===== src/asp_pkg.sv =====
package asp_pkg;
  // register addresses
  localparam logic [15:0] MODE_ADDR = 16'hff50;
  localparam logic [15:0] RXB_ADDR = 16'hff51;
  localparam logic [15:0] TXB_ADDR = 16'hff52;
  localparam logic [15:0] ERR_ADDR = 16'hff53;
  localparam logic [15:0] TXS_ADDR = 16'hff55;
  localparam logic [15:0] CKS_ADDR = 16'hff56;
  localparam logic [15:0] BRG_ADDR = 16'hff57;
  localparam logic [15:0] CTL_ADDR = 16'hff58;
  // reset values
  localparam logic [7:0] MODE_RST = 8'h01;
  localparam logic [7:0] RXB_RST = 8'hff;
  localparam logic [7:0] TXB_RST = 8'hff;
  localparam logic [7:0] CKS_RST = 8'h00;
  localparam logic [7:0] BRG_RST = 8'hff;
  localparam logic [7:0] CTL_RST = 8'h00;
  // operation mode register fields
  localparam int MODE_PWR = 7;
  localparam int MODE_TXE = 6;
  localparam int MODE_RXE = 5;
  localparam int MODE_PS_HI = 4;
  localparam int MODE_PS_LO = 3;
  localparam int MODE_CL = 2;
  localparam int MODE_SL = 1;
  localparam int MODE_ERR = 0;
  // receive error status fields
  localparam int ERR_PE = 2;
  localparam int ERR_FE = 1;
  localparam int ERR_OV = 0;
  // transmit status fields
  localparam int TXS_BF = 1;
  localparam int TXS_SF = 0;
  // serial control fields
  localparam int CTL_BRK_RX = 7;
  localparam int CTL_BRK_TX = 6;
  localparam int CTL_MSB = 1;
  localparam int CTL_INV = 0;
  // character lengths
  localparam logic [3:0] LEN7 = 4'h7;
  localparam logic [3:0] LEN8 = 4'h8;

  typedef enum logic [1:0] {
    PAR_NONE = 2'b00,
    PAR_ZERO = 2'b01,
    PAR_ODD = 2'b10,
    PAR_EVEN = 2'b11
  } asp_par_t;

  typedef enum logic [1:0] {
    RX_IDLE = 2'b00,
    RX_START = 2'b01,
    RX_BITS = 2'b10
  } asp_rx_state_t;
endpackage : asp_pkg


===== src/asp_core.sv =====
`timescale 1ns/1ps
// Behaviour
// - 7-bit lsb-first character lands in bits 6:0, bit 7 reads zero
// - 7-bit msb-first character lands in bits 7:1, bit 0 reads zero
// - on overrun the new character is dropped, buffer keeps old one
// - receive buffer is read-only, writes ignored, resets to all ones
// - writing transmit buffer starts sending; buffer is rw, resets all ones
// - first frame loads after write; back-to-back loads at end of previous frame
// - shifter loads and serial bits change on base clock ticks
// - power off stops base clock and clears status, break flags, receive buffer
// - power off forces output high, still XORed with the inversion bit, and input reads high
// - direction enable low resets that direction; high enables it
// - parity field: none, send zero without check, odd, even
// - zero-parity mode never flags parity error
// - length bit selects 7 or 8 data bits both ways
// - stop select sends one or two stop bits
// - receiver checks only one stop bit
// - routing bit sends errored receptions to error or done interrupt
// - enabling reception with input low starts a reception at once
// - transmit done interrupt pulses at the end of every frame
module asp_core (
  input wire logic clk_i,
  input wire logic rst_n_i,
  input wire logic [15:0] addr_i,
  input wire logic [7:0] wdata_i,
  input wire logic wr_i,
  input wire logic rd_i,
  output logic [7:0] rdata_o,
  input wire logic serial_input_pin_i,
  output logic serial_output_pin_o,
  output logic receive_done_interrupt_o,
  output logic receive_error_interrupt_o,
  output logic transmit_done_interrupt_o
);
  function automatic logic [11:0] asp_frame(input logic [7:0] d, input logic len8, input logic msb,
                                            input logic [1:0] ps);
    logic [11:0] f;
    logic p;
    logic b;
    int n;
    f = 12'hfff;
    f[0] = 1'b0;
    p = 1'b0;
    n = len8 ? 8 : 7;
    for (int i = 0; i < 8; i++) begin
      if (i < n) begin
        b = msb ? d[7 - i] : d[i];
        f[i + 1] = b;
        p = p ^ b;
      end
    end
    if (ps != asp_pkg::PAR_NONE) begin
      f[n + 1] = (ps == asp_pkg::PAR_ODD) ? ~p : ((ps == asp_pkg::PAR_EVEN) ? p : 1'b0);
    end
    return f;
  endfunction : asp_frame

  // reset release
  logic [1:0] rst_sync_r;
  logic rst_n;
  always_ff @(posedge clk_i or negedge rst_n_i) begin
    if (!rst_n_i) begin
      rst_sync_r <= 2'b00;
    end else begin
      rst_sync_r <= {rst_sync_r[0], 1'b1};
    end
  end
  assign rst_n = rst_sync_r[1];

  logic [7:0] mode_r;
  logic [7:0] cks_r;
  logic [7:0] brg_r;
  logic [7:0] ctl_r;
  logic [7:0] txb_r;
  logic [7:0] rxb_r;
  logic [2:0] err_r;
  logic txbf_r;
  logic txsf_r;
  logic unread_r;
  logic [7:0] presc_r;
  logic txen_s_r;
  logic rxen_s_r;
  logic [11:0] tx_sr_r;
  logic [3:0] tx_left_r;
  logic [8:0] tx_cnt_r;
  asp_pkg::asp_rx_state_t rx_st_r;
  logic [8:0] rx_cnt_r;
  logic [3:0] rx_idx_r;
  logic [7:0] rx_data_r;
  logic rx_par_r;

  // bus decode
  wire wr_mode = wr_i && (addr_i == asp_pkg::MODE_ADDR);
  wire wr_txb = wr_i && (addr_i == asp_pkg::TXB_ADDR);
  wire wr_cks = wr_i && (addr_i == asp_pkg::CKS_ADDR);
  wire wr_brg = wr_i && (addr_i == asp_pkg::BRG_ADDR);
  wire wr_ctl = wr_i && (addr_i == asp_pkg::CTL_ADDR);
  wire rd_rxb = rd_i && (addr_i == asp_pkg::RXB_ADDR);
  wire rd_err = rd_i && (addr_i == asp_pkg::ERR_ADDR);
  logic [7:0] rd_mux;
  always_comb begin
    unique case (addr_i)
      asp_pkg::MODE_ADDR: rd_mux = mode_r;
      asp_pkg::RXB_ADDR: rd_mux = rxb_r;
      asp_pkg::TXB_ADDR: rd_mux = txb_r;
      asp_pkg::ERR_ADDR: rd_mux = {5'h00, err_r};
      asp_pkg::TXS_ADDR: rd_mux = {6'h00, txbf_r, txsf_r};
      asp_pkg::CKS_ADDR: rd_mux = cks_r;
      asp_pkg::BRG_ADDR: rd_mux = brg_r;
      asp_pkg::CTL_ADDR: rd_mux = ctl_r;
      default: rd_mux = 8'h00;
    endcase
  end

  // mode fields
  wire power = mode_r[asp_pkg::MODE_PWR];
  wire [1:0] ps = mode_r[asp_pkg::MODE_PS_HI:asp_pkg::MODE_PS_LO];
  wire len8 = mode_r[asp_pkg::MODE_CL];
  wire [3:0] nbits = len8 ? asp_pkg::LEN8 : asp_pkg::LEN7;
  wire par_on = (ps != asp_pkg::PAR_NONE);
  wire msb = ctl_r[asp_pkg::CTL_MSB];

  // base clock: one tick per prescaler wrap, frozen while powered off
  wire [7:0] presc_lim = (8'h01 << cks_r[2:0]) - 8'h01;
  wire tick = power && (presc_r == presc_lim);
  wire [8:0] per_last = {brg_r, 1'b0} - 9'h001;
  wire [8:0] half_last = {1'b0, brg_r} - 9'h001;
  wire tx_on = power && txen_s_r;
  wire rx_on = power && rxen_s_r;

  // transmit path
  wire tx_bit_end = txsf_r && tick && (tx_cnt_r == per_last);
  wire tx_last = tx_bit_end && (tx_left_r == 4'h1);
  wire tx_load = tx_on && txbf_r && (txsf_r ? tx_last : tick);
  wire [3:0] tx_len = 4'h1 + nbits + {3'h0, par_on} + (mode_r[asp_pkg::MODE_SL] ? 4'h2 : 4'h1);
  wire tx_line = txsf_r ? tx_sr_r[0] : 1'b1;

  // receive path
  wire rxd = power ? serial_input_pin_i : 1'b1;
  wire rx_sample = (rx_st_r == asp_pkg::RX_BITS) && tick && (rx_cnt_r == per_last);
  wire rx_is_data = rx_idx_r < nbits;
  wire rx_is_par = par_on && (rx_idx_r == nbits);
  wire rx_fin = rx_sample && !rx_is_data && !rx_is_par;
  wire [2:0] rx_pos = msb ? 3'(4'h7 - rx_idx_r) : rx_idx_r[2:0];
  wire rx_odd = ^{rx_data_r, rx_par_r};
  wire pe = ((ps == asp_pkg::PAR_ODD) && !rx_odd) || ((ps == asp_pkg::PAR_EVEN) && rx_odd);
  wire fe = !rxd;
  wire ov = unread_r;
  wire any_err = pe || fe || ov;
  wire rx_keep = rx_fin && !ov;

  always_ff @(posedge clk_i or negedge rst_n) begin
    if (!rst_n) begin
      mode_r <= asp_pkg::MODE_RST;
      cks_r <= asp_pkg::CKS_RST;
      brg_r <= asp_pkg::BRG_RST;
      ctl_r <= asp_pkg::CTL_RST;
      rdata_o <= 8'h00;
      presc_r <= 8'h00;
      txen_s_r <= 1'b0;
      rxen_s_r <= 1'b0;
    end else begin
      if (wr_mode) begin
        mode_r <= wdata_i;
      end
      if (wr_cks) begin
        cks_r <= wdata_i;
      end
      if (wr_brg) begin
        brg_r <= wdata_i;
      end
      if (wr_ctl) begin
        ctl_r <= wdata_i;
      end else if (!power) begin
        ctl_r <= {2'b00, ctl_r[5:0]};
      end
      rdata_o <= rd_i ? rd_mux : 8'h00;
      presc_r <= (!power || tick) ? 8'h00 : presc_r + 8'h01;
      // enables take effect on a base tick, hence the settle time
      if (!power) begin
        txen_s_r <= 1'b0;
        rxen_s_r <= 1'b0;
      end else if (tick) begin
        txen_s_r <= mode_r[asp_pkg::MODE_TXE];
        rxen_s_r <= mode_r[asp_pkg::MODE_RXE];
      end
    end
  end

  always_ff @(posedge clk_i or negedge rst_n) begin
    if (!rst_n) begin
      txb_r <= asp_pkg::TXB_RST;
      txbf_r <= 1'b0;
      txsf_r <= 1'b0;
      tx_sr_r <= 12'hfff;
      tx_left_r <= 4'h0;
      tx_cnt_r <= 9'h000;
      serial_output_pin_o <= 1'b1;
      transmit_done_interrupt_o <= 1'b0;
    end else begin
      if (wr_txb) begin
        txb_r <= wdata_i;
      end
      if (!tx_on) begin
        txbf_r <= 1'b0;
        txsf_r <= 1'b0;
        tx_cnt_r <= 9'h000;
      end else begin
        // a write beside a load keeps the new character pending
        if (wr_txb) begin
          txbf_r <= 1'b1;
        end else if (tx_load) begin
          txbf_r <= 1'b0;
        end
        if (tx_load) begin
          tx_sr_r <= asp_frame(txb_r, len8, msb, ps);
          tx_left_r <= tx_len;
          tx_cnt_r <= 9'h000;
          txsf_r <= 1'b1;
        end else if (tx_last) begin
          txsf_r <= 1'b0;
        end else if (tx_bit_end) begin
          tx_sr_r <= {1'b1, tx_sr_r[11:1]};
          tx_left_r <= tx_left_r - 4'h1;
          tx_cnt_r <= 9'h000;
        end else if (txsf_r && tick) begin
          tx_cnt_r <= tx_cnt_r + 9'h001;
        end
      end
      serial_output_pin_o <= (tx_on ? tx_line : 1'b1) ^ ctl_r[asp_pkg::CTL_INV];
      transmit_done_interrupt_o <= tx_on && tx_last;
    end
  end

  always_ff @(posedge clk_i or negedge rst_n) begin
    if (!rst_n) begin
      rx_st_r <= asp_pkg::RX_IDLE;
      rx_cnt_r <= 9'h000;
      rx_idx_r <= 4'h0;
      rx_data_r <= 8'h00;
      rx_par_r <= 1'b0;
    end else if (!rx_on) begin
      rx_st_r <= asp_pkg::RX_IDLE;
    end else if (tick) begin
      unique case (rx_st_r)
        asp_pkg::RX_IDLE: begin
          // level test, so enabling while low starts at once
          if (!rxd) begin
            rx_st_r <= asp_pkg::RX_START;
            rx_cnt_r <= 9'h000;
          end
        end
        asp_pkg::RX_START: begin
          if (rx_cnt_r == half_last) begin
            rx_st_r <= rxd ? asp_pkg::RX_IDLE : asp_pkg::RX_BITS;
            rx_cnt_r <= 9'h000;
            rx_idx_r <= 4'h0;
            rx_data_r <= 8'h00;
          end else begin
            rx_cnt_r <= rx_cnt_r + 9'h001;
          end
        end
        asp_pkg::RX_BITS: begin
          if (rx_cnt_r == per_last) begin
            rx_cnt_r <= 9'h000;
            rx_idx_r <= rx_idx_r + 4'h1;
            if (rx_is_data) begin
              rx_data_r[rx_pos] <= rxd;
            end else if (rx_is_par) begin
              rx_par_r <= rxd;
            end else begin
              rx_st_r <= asp_pkg::RX_IDLE;
            end
          end else begin
            rx_cnt_r <= rx_cnt_r + 9'h001;
          end
        end
        default: rx_st_r <= asp_pkg::RX_IDLE;
      endcase
    end
  end

  always_ff @(posedge clk_i or negedge rst_n) begin
    if (!rst_n) begin
      rxb_r <= asp_pkg::RXB_RST;
      unread_r <= 1'b0;
      err_r <= 3'h0;
      receive_done_interrupt_o <= 1'b0;
      receive_error_interrupt_o <= 1'b0;
    end else begin
      if (!power) begin
        rxb_r <= asp_pkg::RXB_RST;
      end else if (rx_on && rx_keep) begin
        rxb_r <= rx_data_r;
      end
      if (!rx_on) begin
        unread_r <= 1'b0;
      end else if (rx_keep) begin
        unread_r <= 1'b1;
      end else if (rd_rxb) begin
        unread_r <= 1'b0;
      end
      // new errors win over a status read in the same cycle
      if (!power || !mode_r[asp_pkg::MODE_RXE]) begin
        err_r <= 3'h0;
      end else if (rx_on && rx_fin) begin
        err_r <= (rd_err ? 3'h0 : err_r) | {pe, fe, ov};
      end else if (rd_err) begin
        err_r <= 3'h0;
      end
      receive_done_interrupt_o <= rx_on && rx_fin && (!any_err || mode_r[asp_pkg::MODE_ERR]);
      receive_error_interrupt_o <= rx_on && rx_fin && any_err && !mode_r[asp_pkg::MODE_ERR];
    end
  end
endmodule : asp_core


===== config.mk =====
export PLATFORM = sky130hd
export DESIGN_NAME = asp_core
export DESIGN_NICKNAME = d
export VERILOG_FILES = /design/src/asp_pkg.sv /design/src/asp_core.sv
export SDC_FILE = /design/constraint.sdc
export NUM_CORES = 1
export LEC_CHECK = 0
export BUFFER_PORTS_ARGS = -buffer_cell sky130_fd_sc_hd__buf_2
export CORE_MARGIN = 1.5
export CORE_UTILIZATION = 50
export DETAILED_ROUTE_END_ITERATION = 10
export MAX_ROUTING_LAYER = met4
export PLACE_DENSITY = 0.76
export SKIP_LAST_GASP = 1
export SLEW_MARGIN = 20
export SYNTH_ARGS = -nofsm -noshare
export SYNTH_HDL_FRONTEND = slang
export SYNTH_SLANG_ARGS = --single-unit

===== constraint.sdc =====
create_clock -name clk_i -period 5.99 [get_ports clk_i]
set_input_delay 0.8985 -clock clk_i [delete_from_list [all_inputs] [get_ports clk_i]]
set_output_delay 0.8985 -clock clk_i [all_outputs]
set_load 0.03 [all_outputs]

==> results.cfg, run 1 <==
[status]
outcome = complete, no violations

[worst_setup_path]
worstPathRequired_ps = 6330
crit_fanout = 11
cp-startpoint = brg_r[0]
reg2reg_slack_ps = 2140
crit_type = reg -> reg
cp-start-kind = flip-flop
reg2reg_from = brg_r[0]
crit_arrival_ps = 4200
cp-end-kind = flip-flop

[clock_tree]
cts_setup_buffers = 0
h-tree-depth = 4
root_buffer = clkbuf_16
worstSkewPairLatency_ps = 430
clk_path_buf_depth = 2
path_clk_slew_ps = 60
cts_resized = 0
cts_sinks = 125
ctsHoldBuffers = 0
cts_tree = done
cts_inserted_buffers = 17

[global_route]
grt_pass1_vias = 6082
grt_pass1_wl_um = 31770
grt_max_degree = 64
grt_util_all_layers_pct = 25.52
antenna_found_initial = 0
grt-ovfl-total = 0

[route]
drt_pass1_iterations = 5
ant_nets = 0
wirelength_um = 19460
via_count = 6503
drt_iter0_markers = 629
drc = 0
viasPerCell = 6.283
wl_per_cell_um = 18.80

[sta]
setup_viol = 0
postLayoutSetupSlackWorst_ps = 2135
final_hold_viol_count = 0
fin_crit_sh_pct = 64.35
tightestPinTransition_ps = 942.8
clock.fmax_ghz = 0.2594
rsz0062_at_grt = false
slew_headroom_pct = 36.66
timing.final.crit_period_ps = 3855
clock_skew_ps = 8.600
slew_violations = 0
fin_tns_setup_ps = 0

[logic_synthesis]
async_reset_ff_share_pct = 100.0
synth.distinct_cells = 73
yosysSeqAreaShare_pct = 40.71
ys_warn_count = 0
synth-edff-count = 0
synth_area_per_cell_um2 = 9.505
syn_inst = 820
synth_seq_cells = 125
syn-cell-area_um2 = 7794
ys_dominant_reg_cell = dfrtp_1
synth_fp_nets = 870

[final_layout]
syn_to_final_growth_pct = 11.19
drive_above_1_share_pct = 20.43
fin_util_pct = 57.00
regArea_um2 = 3177
diodes = 0
nets = 884
final_cell_mix = 88 x dfrtp_1, 71 x nand2_1, 49 x nand3_1
fill_cells = 1305
final_common_cell = dfrtp_1
multiInputGateArea_um2 = 4300
fin_area_um2 = 8666

[floorplan]
die_width_um = 127.9
row_count = 45
dieArea_um2 = 16350
start_util_pct = 51.27
die_h_um = 127.9
core-area_um2 = 15200
io_pins = 41

[power]
leakage_nw = 3.606
peakVddDrop_mv = 0.2443
p_per_area_nw_per_um2 = 220.9

[placement]
dp_hpwl_um = 13520
place_area_um2 = 8078
gp_congestion = 0.9410
port_buffers = 40
place_ws_ps = 2234

[flow_run]
drv_cap = 0

[hold_path]
hold_path.class = in -> async
[worst max-delay path: stages (launching register included)]
cell       delay [ps]
dfstp_2           430
inv_1              80
ha_1              370
or4b_2            730
o21ai_0           210
o2111ai_1         150
or4_1             670
or3_1             580
or3_1             410
a21oi_1           150
[final timing paths]
path,to,cells past startpoint
max,err_r[2],9
min,rst_sync_r[1],1
max reg2reg,err_r[2],9
min reg2reg,rst_sync_r[1],0
max in group asynchronous,rdata_o[3],1
min in group clk_i,rst_sync_r[1],0
[where the power goes]
part	total [mW]	internal, mW	switching [mW]
sequential	0.856	0.847	0.00857
combinational	0.0376	0.0123	0.0253
clock	1.02	0.643	0.378
[stage by stage]
stage	hold WS, ps	power, mW	cells
final	250.8	1.914	1035
after global routing	239.3	1.968	1035
after CTS	241.3	1.925	1035
after detailed placement	341.2	0.9075	1003
after global placement	339.7	0.9070	1003
after floorplan	331.2	0.8837	820
[per-layer routing]
metal	vias to the layer above	global-route usage [%]	share of wire, %
met5	-	-	0
met4	0	6.213	0.98
met3	18	5.676	6.7
met2	238	39.09	47
met1	3198	34.67	45
li1	3049	-	-
[cell families after synthesis]
logic type / Yosys count / share of synthesized area [%]
fa+ha+maj: 22 / 3.500
buf+inv: 79 / 4.110
other cells: 1 / 0.04812
simple gates: 292 / 19.76
compound gates: 177 / 15.54
flops: 125 / 40.71
xor+xnor: 60 / 6.919
mux: 64 / 9.408
[sequential cells by signal, summed over array words and instances, names as in the netlist, 2 cells and up]
| signal | cells |
|---|---|
| brg_r | 8 |
| cks_r | 8 |
| ctl_r | 8 |
| err_r | 3 |
| mode_r | 8 |
| presc_r | 8 |
| rdata_o | 8 |
| rst_sync_r | 2 |
| rx_cnt_r | 9 |
| rx_data_r | 8 |
| rx_idx_r | 4 |
| rx_st_r | 2 |
| rxb_r | 8 |
| tx_cnt_r | 9 |
| tx_left_r | 4 |
| tx_sr_r | 10 |
| txb_r | 8 |
[layout make-up]
class / instances / area share, %
Tap cell: 188 / 2.714
Timing Repair Buffer: 50 / 3.176
Clock inverter: 10 / 1.314
Inverter: 24 / 1.040
Multi-Input combinational cell: 616 / 49.62
Clock buffer: 22 / 5.472
Sequential cell: 125 / 36.66
[cells in the mapped netlist (all sizes together) (3+ instances only)]
library cell	n	area, um2
xnor2	35	306.5
or4	6	48.80
a211oi	8	60.06
clkbuf	46	172.7
a221o	3	30.03
nor4	8	50.05
o21a	3	22.52
nand2	71	266.5
o2111ai	3	26.28
mux2i	17	170.2
mux2	44	495.5
inv	23	86.33
o211ai	6	45.04
xor2	24	210.2
o31ai	10	75.07
buf	9	57.55
dfrtp	89	2227
a2bb2oi	4	35.03
a21oi	40	200.2
o22ai	3	18.77
a211o	4	35.03
or3	17	106.4
nor3b	4	30.03
a41oi	8	70.07
nor2b	14	87.58
a22oi	14	105.1
a31oi	9	56.30
o31a	3	26.28
o21ai	31	155.1
nor3	14	80.08
nand3	49	245.2
nor2	33	123.9
and2	10	62.56
or2	3	18.77
nand4	30	187.7
ha	21	262.8
and3	11	68.82
mux4	3	67.56
nand2b	12	75.07
dfstp	36	945.9
a22o	3	26.28
o311ai	3	26.28
No activity file was read; power rests on OpenSTA's default activity.
==> run 2, diff against run 1 <==
--- a/config.mk
+++ b/config.mk
@@ -10,7 +10,7 @@
 export CORE_UTILIZATION = 50
 export DETAILED_ROUTE_END_ITERATION = 10
 export MAX_ROUTING_LAYER = met4
-export PLACE_DENSITY = 0.76
+export PLACE_DENSITY = 0.79
 export SKIP_LAST_GASP = 1
 export SLEW_MARGIN = 20
 export SYNTH_ARGS = -nofsm -noshare
==> constraint.sdc (replaced) <==
create_clock -name clk_i -period 3.4 [get_ports clk_i]
set_input_delay 0.51 -clock clk_i [delete_from_list [all_inputs] [get_ports clk_i]]
set_output_delay 0.51 -clock clk_i [all_outputs]
set_load 0.03 [all_outputs]
==> run 2 against run 1 <==
  * First-iteration DRC count grew 3.2%
  * Clock skew shrank 0.66 ps
  * Cell count grew 2.2%
  * Combinational power grew 84%
  * Wire length grew 1.9%
  * Clock power grew 80%
  * Setup slack lost 2000 ps
  * Critical path type unchanged
  * Critical endpoint is now rxb_r[7]
  * Highest routed layer unchanged
==> results.cfg, run 2 (synthesized netlist as in run 1, its figures left out) <==
[sta]
slew_violations = 0
fin_tns_setup_ps = 0
rsz0062_at_grt = false
timing.final.crit_period_ps = 3278
setup_viol = 0
fin_crit_sh_pct = 96.42
postLayoutSetupSlackWorst_ps = 121.6
tightestPinTransition_ps = 872.4
slew_headroom_pct = 41.84
clock.fmax_ghz = 0.3050
final_hold_viol_count = 0
clock_skew_ps = 7.937

[final_layout]
final_cell_mix = 88 x dfrtp_1, 71 x nand2_1, 49 x nand3_1
fin_util_pct = 58.35
drive_above_1_share_pct = 22.64
fin_area_um2 = 8870
largest_reg_flops = 10
nets = 907
fill_cells = 1237
syn_to_final_growth_pct = 13.81
reg.largest.list = tx_sr_r (10), rx_cnt_r (9), tx_cnt_r (9)
top_register = tx_sr_r
final_common_cell = dfrtp_1
diodes = 0

[floorplan]
dieArea_um2 = 16350
die_width_um = 127.9
start_util_pct = 51.27
io_pins = 41
die_h_um = 127.9
core-area_um2 = 15200
row_count = 45

[worst_setup_path]
crit_type = reg -> reg
reg2reg_slack_ps = 120
reg2reg_depth = 10
crit_arrival_ps = 3620
worstPathRequired_ps = 3740
cp-end-kind = flip-flop
reg2reg_from = brg_r[0]
cp-start-kind = flip-flop
timing.rr.end = rxb_r[7]
endpoint = rxb_r[7]
cp-startpoint = brg_r[0]
crit_fanout = 8

[power]
peakVddDrop_mv = 0.3570
p_per_area_nw_per_um2 = 385.8
internal_power_mw = 2.683
p_sw_mw = 0.7386
swShare_pct = 21.58
power_mw = 3.422
leakage_nw = 3.733
p_clk_share_pct = 53.9
p_comb_share_pct = 2.0
p_seq_share_pct = 44.1

[clock_tree]
clk_path_buf_depth = 2
cts_inserted_buffers = 17
cts_sinks = 125
cts_tree = done
worstSkewPairLatency_ps = 430
path_clk_slew_ps = 60
root_buffer = clkbuf_16
h-tree-depth = 4

[route]
ant_nets = 0
drc = 0
drt_pass1_iterations = 5
wirelength_um = 19820
viasPerCell = 6.348
wl_per_cell_um = 18.74
drt_iter0_markers = 649
via_count = 6716

[global_route]
grt_util_all_layers_pct = 26.18
grt-ovfl-total = 0
grt_pass1_vias = 6462
antenna_found_initial = 0
grt_max_degree = 67
grt_pass1_wl_um = 32730

[status]
outcome = complete, no violations

[placement]
gp_congestion = 0.9526
place_area_um2 = 8262
dp_hpwl_um = 14000
port_buffers = 40
place_ws_ps = 155.6

[hold_path]
hold_path.class = reg -> reg

[flow_run]
drv_cap = 0
-- run 2: worst min path at each step --
stage                       start       endpoint  slack [ps]  depth (start not counted)
floorplan                 rst_n_i  rst_sync_r[0]         210                          0
global placement          rst_n_i  rst_sync_r[0]         300                          1
detailed placement        rst_n_i  rst_sync_r[0]         300                          1
CTS                 rst_sync_r[0]  rst_sync_r[1]         350                          0
global route        rst_sync_r[0]  rst_sync_r[1]         370                          0
finish              rst_sync_r[0]  rst_sync_r[1]         350                          0
-- run 2: repair_timing --
item                       4_1_cts  5_1_grt
setup endpoints to repair        0        9
gates resized for setup          0        2
hold endpoints to repair         2        0
setup buffers                    0        0
hold buffers                     1        0
-- run 2: critical path, stage by stage, from the launching register on --
cell,delay [ps]
dfstp_2,410
inv_1,60
ha_1,180
or4b_2,610
o21ai_0,180
o2111ai_1,190
or4_4,550
or3_1,460
buf_4,190
o31ai_1,290
nand2_1,100
-- run 2: layout make-up --
type | instances | area, um2 | share of cell area [%]
inverter | 24 | 90.09 | 1.016
sequential | 125 | 3177 | 35.82
clock inverter | 11 | 142.6 | 1.608
timing repair buffer | 73 | 462.9 | 5.219
multi-input combinational | 616 | 4312 | 48.61
tap | 188 | 235.2 | 2.652
clock buffer | 21 | 450.4 | 5.078
-- run 2: power by group through the flow --
stage / registers (mW) / clock network [mW] / logic [mW]
finish: 1.51 / 1.84 / 0.0690
global route: 1.51 / 1.92 / 0.0746
CTS: 1.51 / 1.86 / 0.0686
detailed placement: 1.53 / 0 / 0.0674
global placement: 1.53 / 0 / 0.0661
floorplan: 1.54 / 0 / 0.0195
-- run 2: per-layer routing --
| layer | vias up | part of all wire (%) | global-route usage [%] |
|---|---|---|---|
| met5 | - | 0 | - |
| met4 | 0 | 2.2 | 9.319 |
| met3 | 49 | 7.1 | 5.467 |
| met2 | 261 | 47 | 39.63 |
| met1 | 3284 | 44 | 34.94 |
| li1 | 3122 | - | - |
-- run 2: through the flow --
stage | std cells | hold slack, ps
after floorplan | 820 | 214.4
after global placement | 1025 | 296.8
after detailed placement | 1025 | 296.8
after CTS | 1058 | 354.7
after global routing | 1058 | 374.5
final | 1058 | 352.9
==> run 3, diff against run 2 <==
--- a/config.mk
+++ b/config.mk
@@ -11,6 +11,7 @@
 export DETAILED_ROUTE_END_ITERATION = 10
 export MAX_ROUTING_LAYER = met4
 export PLACE_DENSITY = 0.79
+export SETUP_SLACK_MARGIN = 0.5
 export SKIP_LAST_GASP = 1
 export SLEW_MARGIN = 20
 export SYNTH_ARGS = -nofsm -noshare
==> run 3 against run 2 <==
  * Sequential cell count unchanged
  * Total power decreased by 1.7%
  * Hold slack got worse by 3.6 ps
  * Clock-buffer cell count decreased by 2
  * Die area unchanged
  * Clock skew increased by 3.1 ps
  * Global-route usage increased by 0.87 points
  * Cell count increased by 1.1%
  * Largest cell class unchanged
==> results.cfg, run 3 (synthesized netlist as in run 1, its figures left out) <==
[final_layout]
diodes = 0
final_common_cell = dfrtp_1
nets = 919
drive_above_1_share_pct = 30.73
largest_reg_flops = 10
reg.largest.list = tx_sr_r (10), rx_cnt_r (9), tx_cnt_r (9)
top_register = tx_sr_r
syn_to_final_growth_pct = 19.87
final_cell_mix = 87 x dfrtp_1, 71 x nand2_1, 49 x nand3_1

[clock_tree]
root_buffer = clkbuf_16
cts_inserted_buffers = 17
worstSkewPairLatency_ps = 430
cts_sinks = 125
path_clk_slew_ps = 60
clk_path_buf_depth = 2
h-tree-depth = 4
cts_tree = done

[sta]
timing.final.crit_period_ps = 3087
final_hold_viol_count = 0
postLayoutSetupSlackWorst_ps = 312.8
clock.fmax_ghz = 0.3239
rsz0062_at_grt = true
slew_headroom_pct = 41.12
holdWs_ps = 349.3
fin_crit_sh_pct = 90.80
clock_skew_ps = 11.08
slew_violations = 0
setup_viol = 0
tightestPinTransition_ps = 883.2
fin_tns_setup_ps = 0

[route]
wirelength_um = 21570
ant_nets = 0
via_count = 6928
wl_per_cell_um = 20.16
drt_pass1_iterations = 6
drc = 0
drt_iter0_markers = 744
viasPerCell = 6.475

[worst_setup_path]
timing.rr.end = rx_st_r[0]
cp-start-kind = flip-flop
crit_arrival_ps = 3400
cp-end-kind = flip-flop
reg2reg_from = brg_r[5]
crit_fanout = 4
worstPathRequired_ps = 3710
reg2reg_depth = 7
cp-startpoint = brg_r[5]
reg2reg_slack_ps = 310
crit_type = reg -> reg

[floorplan]
die_width_um = 127.9
row_count = 45
core-area_um2 = 15200
dieArea_um2 = 16350
start_util_pct = 51.27
io_pins = 41
die_h_um = 127.9

[global_route]
grt_max_degree = 67
antenna_found_initial = 0
grt_util_all_layers_pct = 27.05
grt_pass1_vias = 6530
grt_pass1_wl_um = 33600
grt-ovfl-total = 0

[flow_run]
drv_cap = 0

[power]
peakVddDrop_mv = 0.3429
leakage_nw = 3.904
power_mw = 3.362
p_per_area_nw_per_um2 = 359.8

[placement]
place_ws_ps = 185.0
port_buffers = 40
gp_congestion = 0.9234
dp_hpwl_um = 14170

[hold_path]
min_from = rst_sync_r[0]
whs_endpoint = rst_sync_r[1]
hold_depth = 0
hold_path.class = reg -> reg

[status]
outcome = complete, no violations
[run 3: changes by cell type in the layout (fill, tap and decap cells not counted), moves of 4 or more]
cell      previous run  this run
o31ai_2              0         6
o31ai_1             10         4
nor3_1              12         8
a211oi_2             0         5
buf_4               31        37
a21oi_2              0         9
o21ai_1              1         5
or3_4                0        10
a211oi_1             8         3
or3_1               17         7
a21oi_1             40        31
o21ai_0             30        26
inv_6                0         5
[run 3: per-stage QoR]
step / instance area [um2] / instances / utilization (%)
after floorplan: 7866 / 820 / -
after global placement: 8243 / 1017 / 54.22
after detailed placement: 8243 / 1017 / 54.22
after CTS: 9079 / 1063 / 59.72
after global routing: 9343 / 1070 / 61.46
final: 9343 / 1070 / 61.46
[run 3: report_power, final]
part | internal (mW) | switching, mW
Combinational | 0.0251 | 0.0467
Clock | 1.04 | 0.743
Sequential | 1.49 | 0.0156
[run 3: worst max path at each step]
stage	slack (ps)	endpoint	depth (start not counted)
floorplan	290	err_r[1]	10
global placement	280	err_r[1]	9
detailed placement	190	rx_st_r[0]	9
CTS	420	err_r[1]	7
global route	300	err_r[1]	7
finish	310	rx_st_r[0]	7
[run 3: cell type report]
type | instances | area, um2
fill | 1204 | 5859
multi-input combinational | 617 | 4684
sequential | 125 | 3178
timing repair buffer | 84 | 581.8
clock buffer | 19 | 442.9
tap | 188 | 235.2
clock inverter | 13 | 130.1
inverter | 24 | 90.09
[run 3: worst max-delay path, cell delays in order, from the launching register on]
cell	delay, ps
dfstp_2	370
or4_4	540
or3_4	340
a32o_2	280
or4_4	510
o41ai_2	560
a31oi_1	160
o21a_1	200
[run 3: routing by layer]
layer | track usage (%) | up-vias | routed length, um
met2 | 42.09 | 312 | 10500
met3 | 7.220 | 55 | 1527
met4 | 9.980 | 0 | 529
met1 | 34.00 | 3436 | 9006
met5 | - | - | 0
li1 | - | 3125 | -
[run 3: what timing repair did]
item,CTS,global route
gates resized for setup,36,45
pin swaps,13,32
buffers inserted,11,6
endpoints found under the hold margin,2,0
cloned,2,1
setup endpoints to repair,60,63
hold buffers,1,0
